### src/nbl_map.vh
// command codes, register offsets and timing constants of the block lock controller
`ifndef NBL_MAP_VH
`define NBL_MAP_VH
`define NBL_CMD_LOCK 8'h2A
`define NBL_CMD_UNLOCK_START 8'h23
`define NBL_CMD_UNLOCK_END 8'h24
`define NBL_CMD_LOCK_TIGHT 8'h2C
`define NBL_CMD_LOCK_STATUS 8'h7A
`define NBL_CMD_STATUS 8'h70
`define NBL_OP_LOCK 3'h0
`define NBL_OP_UNLOCK 3'h1
`define NBL_OP_TIGHT 3'h2
`define NBL_OP_QUERY 3'h3
`define NBL_OP_WP_PULSE 3'h4
`define NBL_REG_CTRL 4'h0
`define NBL_REG_START 4'h1
`define NBL_REG_END 4'h2
`define NBL_REG_STATUS 4'h3
`define NBL_REG_RESULT 4'h4
`define NBL_CTRL_GO_BIT 3
`define NBL_STS_BUSY_BIT 0
`define NBL_STS_READY_BIT 1
`define NBL_STS_ERR_BIT 2
`define NBL_STS_LFS_BIT 3
`define NBL_STS_RB_BIT 4
`define NBL_RECOVERY_NS 10000
`define NBL_CLK_NS 40
`define NBL_RECOVERY_CYC ((`NBL_RECOVERY_NS + `NBL_CLK_NS - 1) / `NBL_CLK_NS)
`define NBL_SETUP_NS 100
`define NBL_SETUP_CYC ((`NBL_SETUP_NS + `NBL_CLK_NS - 1) / `NBL_CLK_NS)
`define NBL_WP_PULSE_NS 200
`define NBL_WP_PULSE_CYC ((`NBL_WP_PULSE_NS + `NBL_CLK_NS - 1) / `NBL_CLK_NS)
`define NBL_RESET_CTRL 8'h00
`endif
### src/nbl_cycle.v
// one strobed bus cycle on the flash pins: command, address, or data read
`timescale 1ns/100ps
module nbl_cycle #(
  parameter HOLD = 3
) (
  input wire clk,
  input wire rst,
  input wire start,
  input wire [1:0] kind,
  input wire [7:0] byte_in,
  input wire [7:0] io_in,
  output reg cle_q,
  output reg ale_q,
  output reg we_n_q,
  output reg re_n_q,
  output reg [7:0] io_out_q,
  output reg io_oe_q,
  output reg [7:0] rd_q,
  output wire done
);
  reg [7:0] cnt_q;
  reg act_q;
  // kind: 0 command, 1 address, 2 read; strobe low for HOLD cycles then high for HOLD
  always @(posedge clk or posedge rst) begin
    if (rst) begin
      cnt_q <= 8'h00;
      act_q <= 1'b0;
      cle_q <= 1'b0;
      ale_q <= 1'b0;
      we_n_q <= 1'b1;
      re_n_q <= 1'b1;
      io_out_q <= 8'h00;
      io_oe_q <= 1'b0;
      rd_q <= 8'h00;
    end else if (start && !act_q) begin
      act_q <= 1'b1;
      cnt_q <= 8'h00;
      cle_q <= (kind == 2'd0);
      ale_q <= (kind == 2'd1);
      io_out_q <= byte_in;
      io_oe_q <= (kind != 2'd2);
      we_n_q <= (kind == 2'd2);
      re_n_q <= (kind != 2'd2);
    end else if (act_q) begin
      cnt_q <= cnt_q + 8'h01;
      if (cnt_q == HOLD - 1) begin
        // sample read data just before the strobe rises
        if (!re_n_q) rd_q <= io_in;
        we_n_q <= 1'b1;
        re_n_q <= 1'b1;
      end
      if (cnt_q == 2 * HOLD - 1) begin
        act_q <= 1'b0;
        cle_q <= 1'b0;
        ale_q <= 1'b0;
        io_oe_q <= 1'b0;
      end
    end
  end
  assign done = act_q && (cnt_q == 2 * HOLD - 1);
endmodule // nbl_cycle

### src/nbl_host.v
// host controller that drives the flash block lock commands and reads lock status
//
// Overview of operation
// - lock command 2Ah locks every block at once; no per-block lock.
// - unlock is 23h, start block, 24h, end block; device unlocks that range.
// - host must send a start block not above the end block.
// - lock-tight command 2Ch moves locked blocks to lock-tight.
// - after 7Ah and a block address, each read returns that block's lock status.
// - host must not read lock status while the device is busy.
// - feature pin high uses 7Ah for protection status, low uses 70h.
// - host waits recovery time after power-up; write-protect low meanwhile.
`timescale 1ns/100ps
`include "nbl_map.vh"
module nbl_host #(
  parameter ADDR_CYCLES = 2,
  parameter RECOVERY_CYC = `NBL_RECOVERY_CYC
) (
  input wire clk,
  input wire rst,
  input wire [3:0] addr,
  input wire [15:0] wdata,
  input wire wr,
  input wire rd,
  output reg [15:0] rdata_q,
  output wire flash_cle,
  output wire flash_ale,
  output wire flash_we_n,
  output wire output_strobe_n,
  output wire flash_ce_n,
  output reg flash_wp_n_q,
  output wire [7:0] flash_io_out,
  output wire flash_io_oe,
  input wire [7:0] flash_io_in,
  input wire flash_rb_n,
  input wire lock_feature_select
);
  localparam S_RECOV = 4'd0;
  localparam S_IDLE = 4'd1;
  localparam S_CMD = 4'd2;
  localparam S_ADR = 4'd3;
  localparam S_CMD2 = 4'd4;
  localparam S_ADR2 = 4'd5;
  localparam S_READ = 4'd6;
  localparam S_WP = 4'd7;
  localparam S_WAIT = 4'd8;

  reg [3:0] st_q;
  reg [15:0] tmr_q;
  reg [2:0] op_q;
  reg [15:0] start_q;
  reg [15:0] end_q;
  reg [7:0] result_q;
  reg err_q;
  reg [1:0] acnt_q;
  reg cyc_go;
  reg [1:0] cyc_kind;
  reg [7:0] cyc_byte;
  wire cyc_done;
  wire [7:0] cyc_rd;
  reg [7:0] io_s1_q, io_s2_q;
  reg rb_s1_q, rb_s2_q, lfs_s1_q, lfs_s2_q;

  // pin inputs pass two flops before anything reads them
  always @(posedge clk or posedge rst) begin
    if (rst) begin
      io_s1_q <= 8'h00;
      io_s2_q <= 8'h00;
      rb_s1_q <= 1'b0;
      rb_s2_q <= 1'b0;
      lfs_s1_q <= 1'b0;
      lfs_s2_q <= 1'b0;
    end else begin
      io_s1_q <= flash_io_in;
      io_s2_q <= io_s1_q;
      rb_s1_q <= flash_rb_n;
      rb_s2_q <= rb_s1_q;
      lfs_s1_q <= lock_feature_select;
      lfs_s2_q <= lfs_s1_q;
    end
  end

  assign flash_ce_n = (st_q == S_RECOV);

  nbl_cycle #(.HOLD(`NBL_SETUP_CYC)) u_cyc (
    .clk(clk),
    .rst(rst),
    .start(cyc_go),
    .kind(cyc_kind),
    .byte_in(cyc_byte),
    .io_in(io_s2_q),
    .cle_q(flash_cle),
    .ale_q(flash_ale),
    .we_n_q(flash_we_n),
    .re_n_q(output_strobe_n),
    .io_out_q(flash_io_out),
    .io_oe_q(flash_io_oe),
    .rd_q(cyc_rd),
    .done(cyc_done)
  );

  // pick the pin cycle each state asks for
  always @* begin
    cyc_go = 1'b0;
    cyc_kind = 2'd0;
    cyc_byte = 8'h00;
    case (st_q)
      S_CMD: begin
        cyc_go = 1'b1;
        case (op_q)
          `NBL_OP_LOCK: cyc_byte = `NBL_CMD_LOCK;
          `NBL_OP_UNLOCK: cyc_byte = `NBL_CMD_UNLOCK_START;
          `NBL_OP_TIGHT: cyc_byte = `NBL_CMD_LOCK_TIGHT;
          // feature pin picks the status command
          default: cyc_byte = lfs_s2_q ? `NBL_CMD_LOCK_STATUS : `NBL_CMD_STATUS;
        endcase
      end
      S_ADR: begin
        cyc_go = 1'b1;
        cyc_kind = 2'd1;
        cyc_byte = (acnt_q == 2'd0) ? start_q[7:0] : start_q[15:8];
      end
      S_CMD2: begin
        cyc_go = 1'b1;
        cyc_byte = `NBL_CMD_UNLOCK_END;
      end
      S_ADR2: begin
        cyc_go = 1'b1;
        cyc_kind = 2'd1;
        cyc_byte = (acnt_q == 2'd0) ? end_q[7:0] : end_q[15:8];
      end
      S_READ: begin
        cyc_go = 1'b1;
        cyc_kind = 2'd2;
      end
      default: cyc_go = 1'b0;
    endcase
  end

  wire last_adr = (acnt_q == ADDR_CYCLES - 1);
  wire go = wr && (addr == `NBL_REG_CTRL) && wdata[`NBL_CTRL_GO_BIT] && (st_q == S_IDLE);

  // sequencer: one command sequence at a time
  always @(posedge clk or posedge rst) begin
    if (rst) begin
      st_q <= S_RECOV;
      tmr_q <= 16'h0000;
      op_q <= 3'h0;
      start_q <= 16'h0000;
      end_q <= 16'h0000;
      result_q <= 8'h00;
      err_q <= 1'b0;
      acnt_q <= 2'd0;
      flash_wp_n_q <= 1'b0;
    end else begin
      if (wr && addr == `NBL_REG_START && st_q == S_IDLE) start_q <= wdata;
      if (wr && addr == `NBL_REG_END && st_q == S_IDLE) end_q <= wdata;
      case (st_q)
        S_RECOV: begin
          // write-protect held low until the recovery time has passed
          tmr_q <= tmr_q + 16'h0001;
          if (tmr_q == RECOVERY_CYC - 1) begin
            st_q <= S_IDLE;
            flash_wp_n_q <= 1'b1;
          end
        end
        S_IDLE: begin
          acnt_q <= 2'd0;
          tmr_q <= 16'h0000;
          if (go) begin
            op_q <= wdata[2:0];
            err_q <= 1'b0;
            if (wdata[2:0] == `NBL_OP_WP_PULSE) begin
              st_q <= S_WP;
              flash_wp_n_q <= 1'b0;
            end else if (wdata[2:0] == `NBL_OP_UNLOCK && start_q > end_q) begin
              err_q <= 1'b1;
            end else if (wdata[2:0] == `NBL_OP_QUERY && !rb_s2_q) begin
              err_q <= 1'b1;
            end else if (wdata[2:0] > `NBL_OP_WP_PULSE) begin
              err_q <= 1'b1;
            end else begin
              st_q <= S_CMD;
            end
          end
        end
        S_CMD: if (cyc_done) begin
          if (op_q == `NBL_OP_UNLOCK) st_q <= S_ADR;
          else if (op_q == `NBL_OP_QUERY && lfs_s2_q) st_q <= S_ADR;
          else if (op_q == `NBL_OP_QUERY) st_q <= S_READ;
          else st_q <= S_WAIT;
        end
        S_ADR: if (cyc_done) begin
          acnt_q <= last_adr ? 2'd0 : acnt_q + 2'd1;
          if (last_adr) st_q <= (op_q == `NBL_OP_UNLOCK) ? S_CMD2 : S_READ;
        end
        S_CMD2: if (cyc_done) st_q <= S_ADR2;
        S_ADR2: if (cyc_done) begin
          acnt_q <= last_adr ? 2'd0 : acnt_q + 2'd1;
          if (last_adr) st_q <= S_WAIT;
        end
        S_READ: if (cyc_done) begin
          result_q <= cyc_rd;
          st_q <= S_IDLE;
        end
        S_WP: begin
          // low pulse on write-protect returns every block to locked
          tmr_q <= tmr_q + 16'h0001;
          if (tmr_q == `NBL_WP_PULSE_CYC - 1) begin
            flash_wp_n_q <= 1'b1;
            st_q <= S_IDLE;
          end
        end
        S_WAIT: begin
          // let the ready/busy input settle through the synchroniser
          tmr_q <= tmr_q + 16'h0001;
          if (tmr_q >= 16'h0004 && rb_s2_q) st_q <= S_IDLE;
        end
        default: st_q <= S_IDLE;
      endcase
    end
  end

  // register reads, data one cycle after the strobe
  always @(posedge clk or posedge rst) begin
    if (rst) begin
      rdata_q <= 16'h0000;
    end else if (rd) begin
      case (addr)
        `NBL_REG_START: rdata_q <= start_q;
        `NBL_REG_END: rdata_q <= end_q;
        `NBL_REG_STATUS: rdata_q <= {11'h000, rb_s2_q, lfs_s2_q, err_q,
                                    st_q == S_IDLE, st_q != S_IDLE};
        `NBL_REG_RESULT: rdata_q <= {8'h00, result_q};
        default: rdata_q <= 16'h0000;
      endcase
    end else begin
      rdata_q <= 16'h0000;
    end
  end
endmodule // nbl_host

### config.mk
export PLATFORM = sky130hd
export DESIGN_NAME = nbl_host
export DESIGN_NICKNAME = d
export VERILOG_FILES = /design/src/nbl_cycle.v /design/src/nbl_host.v
export VERILOG_INCLUDE_DIRS = /design/src
export SDC_FILE = /design/constraint.sdc
export NUM_CORES = 1
export LEC_CHECK = 0
export BUFFER_PORTS_ARGS = -buffer_cell sky130_fd_sc_hd__buf_2
export CAP_MARGIN = 15
export CORE_MARGIN = 4
export CORE_UTILIZATION = 59
export CTS_CLUSTER_SIZE = 30
export DETAILED_ROUTE_END_ITERATION = 8
export HOLD_SLACK_MARGIN = 0.1
export PLACE_DENSITY = 0.88
export SLEW_MARGIN = 20
export SYNTH_ARGS = -nofsm -noshare
export SYNTH_HDL_FRONTEND = slang
export SYNTH_SLANG_ARGS = --single-unit
### constraint.sdc
create_clock -name clk -period 4.6 [get_ports clk]
set_input_delay 0.46 -clock clk [delete_from_list [all_inputs] [get_ports clk]]
set_output_delay 0.46 -clock clk [all_outputs]
set_load 0.1 [all_outputs]
After elaboration in Yosys (flattened, before gate mapping)
Index checks and enable logic that the tools add are counted.
{"block": "word_totals", "elab_cells": 169, "register_bits": 133, "output_inout_bits": 31, "inputBits": 34}
{"block": "op_classes", "addsub": 3, "bitwise": 2, "reduce_logical": 37, "eq_ne": 43, "magnitude_cmp": 3, "n_mux": 56}
{"op": "$mux W4", "n": 19}
{"op": "$pmux W16 S4", "n": 1}
{"op": "$pmux W4 S9", "n": 1}
{"op": "$mux W8", "n": 4}
{"op": "$pmux W16 S2", "n": 1}
{"op": "$pmux W8 S4", "n": 1}
{"op": "$ne A2 B2 Y1 const B", "n": 11}
{"op": "$mux W1", "n": 21}
{"op": "$pmux W7 S3", "n": 1}
{"op": "$eq A4 B3 Y1 const B", "n": 5}
{"op": "$add A16 B1 Y16 const B", "n": 1}
{"op": "$eq A16 B3 Y1 const B", "n": 1}
{"op": "$eq A16 B8 Y1 const B", "n": 1}
{"op": "$eq A4 B2 Y1 const B", "n": 4}
{"op": "$ge A16 B3 Y1 const B", "n": 1}
{"op": "$gt A16 B16 Y1", "n": 1}
{"op": "$mux W16", "n": 1}
{"op": "$reduce_and A14 Y1", "n": 1}
{"op": "$logic_and A1 B1 Y1", "n": 13}
{"op": "$reduce_and A2 Y1", "n": 5}
{"op": "$reduce_bool A2 Y1", "n": 5}
{"op": "$eq A3 B2 Y1 const B", "n": 3}
{"op": "$ne A3 B3 Y1 const B", "n": 3}
{"op": "$add A8 B1 Y8 const B", "n": 1}
{"op": "26 further kinds", "n": 38}

Longest topological paths before layout
{"block": "depth", "word_depth": 7, "depth_mapped": 9, "depth_no_buf": 8}

Cells and area by module
From an unflattened synthesis, not the netlist that was laid out.
{"block": "unflattened", "cells_unflattened": 586, "area_unflattened_um2": 6437.4}
{"module": "nbl_host", "area_per_inst_um2": 5142.4, "cells_per_inst": 467, "n_inst": 1, "seq_area_each_um2": 2577.5}
{"module": "nbl_cycle", "area_per_inst_um2": 1295.0, "cells_per_inst": 119, "n_inst": 1, "seq_area_each_um2": 753.2}

Least setup slack after synthesis
OpenSTA, ideal clock, no wires.
{"block": "synth_timing", "path_kind": "reg-to-reg", "from": "register st_q[2]", "to": "register st_q[0]", "stages_incl_launch_ff": 7, "synth_period_minus_slack_ns": 4.739, "arrival_ns": 4.611, "setup_ns": 0.128, "path_buffers": 1, "required_ns": 4.472, "path_slack_ns": -0.139, "path_cell_list": "dfrtp_1 -> buf_2 -> nor4_1 -> a22oi_1 -> nand4_1 -> a21oi_2 -> mux2_1"}
{"block": "synth_between", "elab_cells_between_ends": 26, "cone_classes": "22 x eq/ne; 1 x mux; 3 x reduce/logical"}
{"item": "from (decl)", "line_no": "nbl_host.v:47", "rtl": "reg [3:0] st_q;"}
{"item": "from (signal assigned)", "line_no": "nbl_host.v:194", "rtl": "if (last_adr) st_q <= (op_q == `NBL_OP_UNLOCK) ? S_CMD2 : S_READ;"}
{"item": "$logic_not A4 Y1 *"}
{"item": "named net flash_ce_n", "line_no": "nbl_host.v:29", "rtl": "output wire flash_ce_n,"}
{"item": "$ne A2 B1 Y1 (no line)"}
{"item": "$reduce_and A14 Y1 (no line)"}
Mark *: on every way through the listed nets, which the timed path passes. The rest lies on a longest branch.
A chain may end at the register's enable or synchronous reset.

Worst setup path after layout
{"block": "layout_timing", "from": "register end_q[13]", "to": "register st_q[0]"}
{"block": "layout_between", "elab_chain_cells": 4}
{"item": "from (decl)", "line_no": "nbl_host.v:51", "rtl": "reg [15:0] end_q;"}
{"item": "from (signal assigned)", "line_no": "nbl_host.v:156", "rtl": "if (wr && addr == `NBL_REG_END && st_q == S_IDLE) end_q <= wdata;"}
{"item": "$gt A16 B16 Y1", "line_no": "nbl_host.v:175", "rtl": "end else if (wdata[2:0] == `NBL_OP_UNLOCK && start_q > end_q) begin"}
{"item": "$logic_and A1 B1 Y1", "line_no": "nbl_host.v:175"}
{"item": "$ne A3 B3 Y1 (no line)"}
{"item": "$reduce_and A14 Y1 (no line)"}
Every way passes these cells.

==> impl_results.md <==
* Status: complete, but fails checks
* Failing checks: design-rule violations
* Worst r2r dst: st_q[0]
* Critical-path maximum fanout at 4
* Rows at 37
* Syn nets at 635
* Wirelength, routed at 15300 µm
* Main flop type after synthesis: dfrtp_1
* Max Transition Viols Final at 0
* TritonCTS Sinks at 133
* CTS tree: yes
* Initial antenna violation count at 0
* Synth async-reset ratio at 100%
* Max rail drop VDD at 0.661 mV
* Via Count at 5070
* R2R Path Start: end_q[13]
* Vias per inst at 6.31
* Nets at 711
* Synth Cell Area at 0.00630 mm²
* Cells after Synth at 579
* Worst setup path start: end_q[13]
* Max cap viols at 0
* Post-synth cell types at 61
* Core ar. at 0.0104 mm²
* Clock Latency Late Sink at 0.53 ns
* Fill cell count at 707
* Cell count of the worst hold path at 2
* Flop pwr share at 36.4%
* Hold Crit Class: primary input to flip-flop
* P_leak at 0.00346 µW
* WP data required at 5.00 ns
* Clock power frac at 26.0%
* Global-route wire length before repair at 25700 µm
* Sw power at 2080 µW
* R2R cell count at 8
* Startpoint types: flip-flop
* Relative slew slack at 26.9%
* Worst slack, placed at 2.01 ns
* Final core utilization at 71.6%
* Kind of critical path: flip-flop to flip-flop
* Syn Area/Cell at 10.9 µm²
* Critical path endpoint category: flip-flop
* Die area at 0.0124 mm²
* Final setup viols at 0
* DR iter-0 viols at 572
* Placer Congestion at 0.978
* Clk buf depth at 2
* Yosys reg bits at 133
* Largest net degree at the start of global routing at 51
* Initial Util at 60.7%
* Ys Warns at 0
* Tmin final at 2.54 ns
* DRT Pass-1 Iters at 9
* Top Ports at 65
* Design Area, Final at 0.00742 mm²
* DP HPWL at 10700 µm
* Root buf cell: clkbuf_8
* Setup WS post-layout at 2.06 ns
* CTS clk-pin slew, worst paths at 0.06 ns
* Avg WL per Cell at 19.1 µm
* Register area share after synthesis at 52.9%
* Pint at 2910 µW
* Post-route ant nets at 0
* Vias in the first global route at 5194
* Number of flops mapped to enable cells by yosys at 0
* Final worst path period share at 55.3%
* DRC at 13
* Total CTS buffers at 17
* Gr ovfl total at 0
* Gate power share at 37.6%
* RSZ-0062 raised after global routing: false
* GRT Resource Usage Total at 25.8%
* DP Area at 0.00674 mm²
* Die W at 111 µm
* Worst reg2reg setup slack at 2.06 ns
* Layout cell share with drive strength beyond 1 at 24.6%
* Clock skew at 0.00675 ns
* Setup TNS at 0 ns
* Final Hold Vio Count at 0
* Switching share of power at 41.7%
* I/O Buffers at 64
* Critical Path Sink: st_q[0]
* Fmax at 393 MHz
* Area Growth Syn to Fin at 17.9%
* P per Cell Area at 672 mW/mm²
* H-tree levels at 4
* Vert. Die Dim at 111 µm
* Worst slew pin tran at 1.09 ns
* N_diodes at 0
* Worst EP arrival at 2.95 ns
## metrics by stage
step	power (µW)	std cells	hold WS, ns
after global routing	5250	804	0.168
final	4990	804	0.175
after floorplan	3180	579	0.331
after global placement	3530	761	0.332
after CTS	4970	804	0.161
after detailed placement	3640	761	0.335
## per-layer routing
layer	wire [µm]	global-route usage [%]	vias to the layer above
li1	-	-	2286
met1	6100	33.1	2514
met2	7620	42.2	238
met3	1220	6.88	32
met4	392	9.65	0
met5	0	0	-
## power groups by stage
stage,Clock [µW],Sequential [µW],Combinational (µW)
2_1_floorplan,0,2050,1130
3_3_place_gp,0,1790,1750
3_5_place_dp,0,1820,1820
4_1_cts,1310,1800,1860
5_1_grt,1370,1850,2030
6_report,1300,1820,1870
## what timing repair did
item	4_1_cts	5_1_grt
hold buffers	11	0
setup buffers	0	0
endpoints found under the hold margin	48	0
gates resized for setup	0	0
## worst max-delay path: stages (launching register included)
cell,delay [ns]
dfrtp_1,0.38
inv_1,0.09
ha_1,0.32
nand4_1,0.18
nor4_1,0.40
a2111oi_0,0.21
o211a_1,0.25
a21oi_2,0.23
mux2_1,0.35
## synth_stat cells, drive strengths merged, types with 4 or more instances
| library cell | number | share of area [%] |
|---|---|---|
| a21oi | 23 | 1.9 |
| a221oi | 13 | 1.8 |
| a222oi | 8 | 1.3 |
| a22oi | 9 | 1.1 |
| a31oi | 4 | 0.40 |
| and3 | 7 | 0.70 |
| buf | 4 | 0.32 |
| clkbuf | 18 | 1.1 |
| dfrtp | 131 | 52 |
| ha | 22 | 4.4 |
| inv | 25 | 1.5 |
| mux2 | 53 | 9.5 |
| nand2 | 55 | 3.3 |
| nand2b | 4 | 0.40 |
| nand3 | 13 | 1.2 |
| nand4 | 14 | 1.5 |
| nor2 | 46 | 2.7 |
| nor3 | 11 | 1.2 |
| nor4 | 6 | 0.83 |
| o211ai | 6 | 0.72 |
| o21ai | 44 | 3.5 |
| o22ai | 5 | 0.50 |
| o31ai | 8 | 0.95 |
## how the worst min path moves through the flow
stage | end | slack [ns] | start
after floorplan | io_s2_q[0] | 0.33 | io_s1_q[0]
after global placement | io_s2_q[1] | 0.33 | io_s1_q[1]
final | end_q[9] | 0.18 | wdata[9]
after detailed placement | io_s2_q[0] | 0.33 | io_s1_q[0]
after global routing | end_q[9] | 0.17 | wdata[9]
after CTS | end_q[9] | 0.16 | wdata[9]
## placed cells by master, fill, tap and decap left out, types with 3 or more instances in the layout
cell and n:
inv_1 24, o211ai_1 6, and4_1 3, dfrtp_1 131
ha_1 22, mux2_1 3, o21a_1 3, a21oi_1 22
nand2b_1 4, nor4_1 4, a22oi_1 9, nand4_1 13
a222oi_1 8, a21o_1 3, buf_2 64, o22ai_1 5
clkbuf_16 16, nand2_1 55, a221oi_1 13, dlygate4sd3_1 11
nor2_1 46, o31ai_1 8, a31oi_1 4, and3_1 7
clkinv_2 4, mux2_2 50, nor2b_1 3, buf_4 4
a22o_1 3, nand3b_1 3, nand3_1 11, nor3_1 9
inv_6 3, clkbuf_8 3, o21ai_0 44
## sequential cells by signal, summed over array words and instances, names as in the netlist, 8 cells and up
| register | count |
|---|---|
| end_q | 16 |
| io_s1_q | 8 |
| io_s2_q | 8 |
| rdata_q | 16 |
| result_q | 8 |
| start_q | 16 |
| tmr_q | 16 |
| u_cyc.cnt_q | 8 |
| u_cyc.io_out_q | 8 |
| u_cyc.rd_q | 8 |
## final cells by class
class,count,area [µm²],area share [%]
Multi-Input combinational cell,398,2790,37.6
Inverter,26,100,1.35
Tap cell,136,170,2.29
Clock inverter,11,124,1.67
Sequential cell,133,3330,44.9
Timing Repair Buffer,79,460,6.20
Clock buffer,21,449,6.05
## cell families (layout without fill, tap and decap cells)
| kind of cell | after synthesis | count (layout) | share of synthesized area, % |
|---|---|---|---|
| flip-flops | 133 | 133 | 52.9 |
| buffers and inverters | 48 | 137 | 2.94 |
| AND/OR/NAND/NOR | 181 | 181 | 15.3 |
| XOR/XNOR | 2 | 2 | 0.278 |
| AO/OA/AOI/OAI | 139 | 139 | 14.6 |
| adder cells (fa/ha/maj) | 22 | 22 | 4.37 |
| multiplexers | 54 | 54 | 9.63 |
Note: power is estimated with default switching activity, not from simulation.
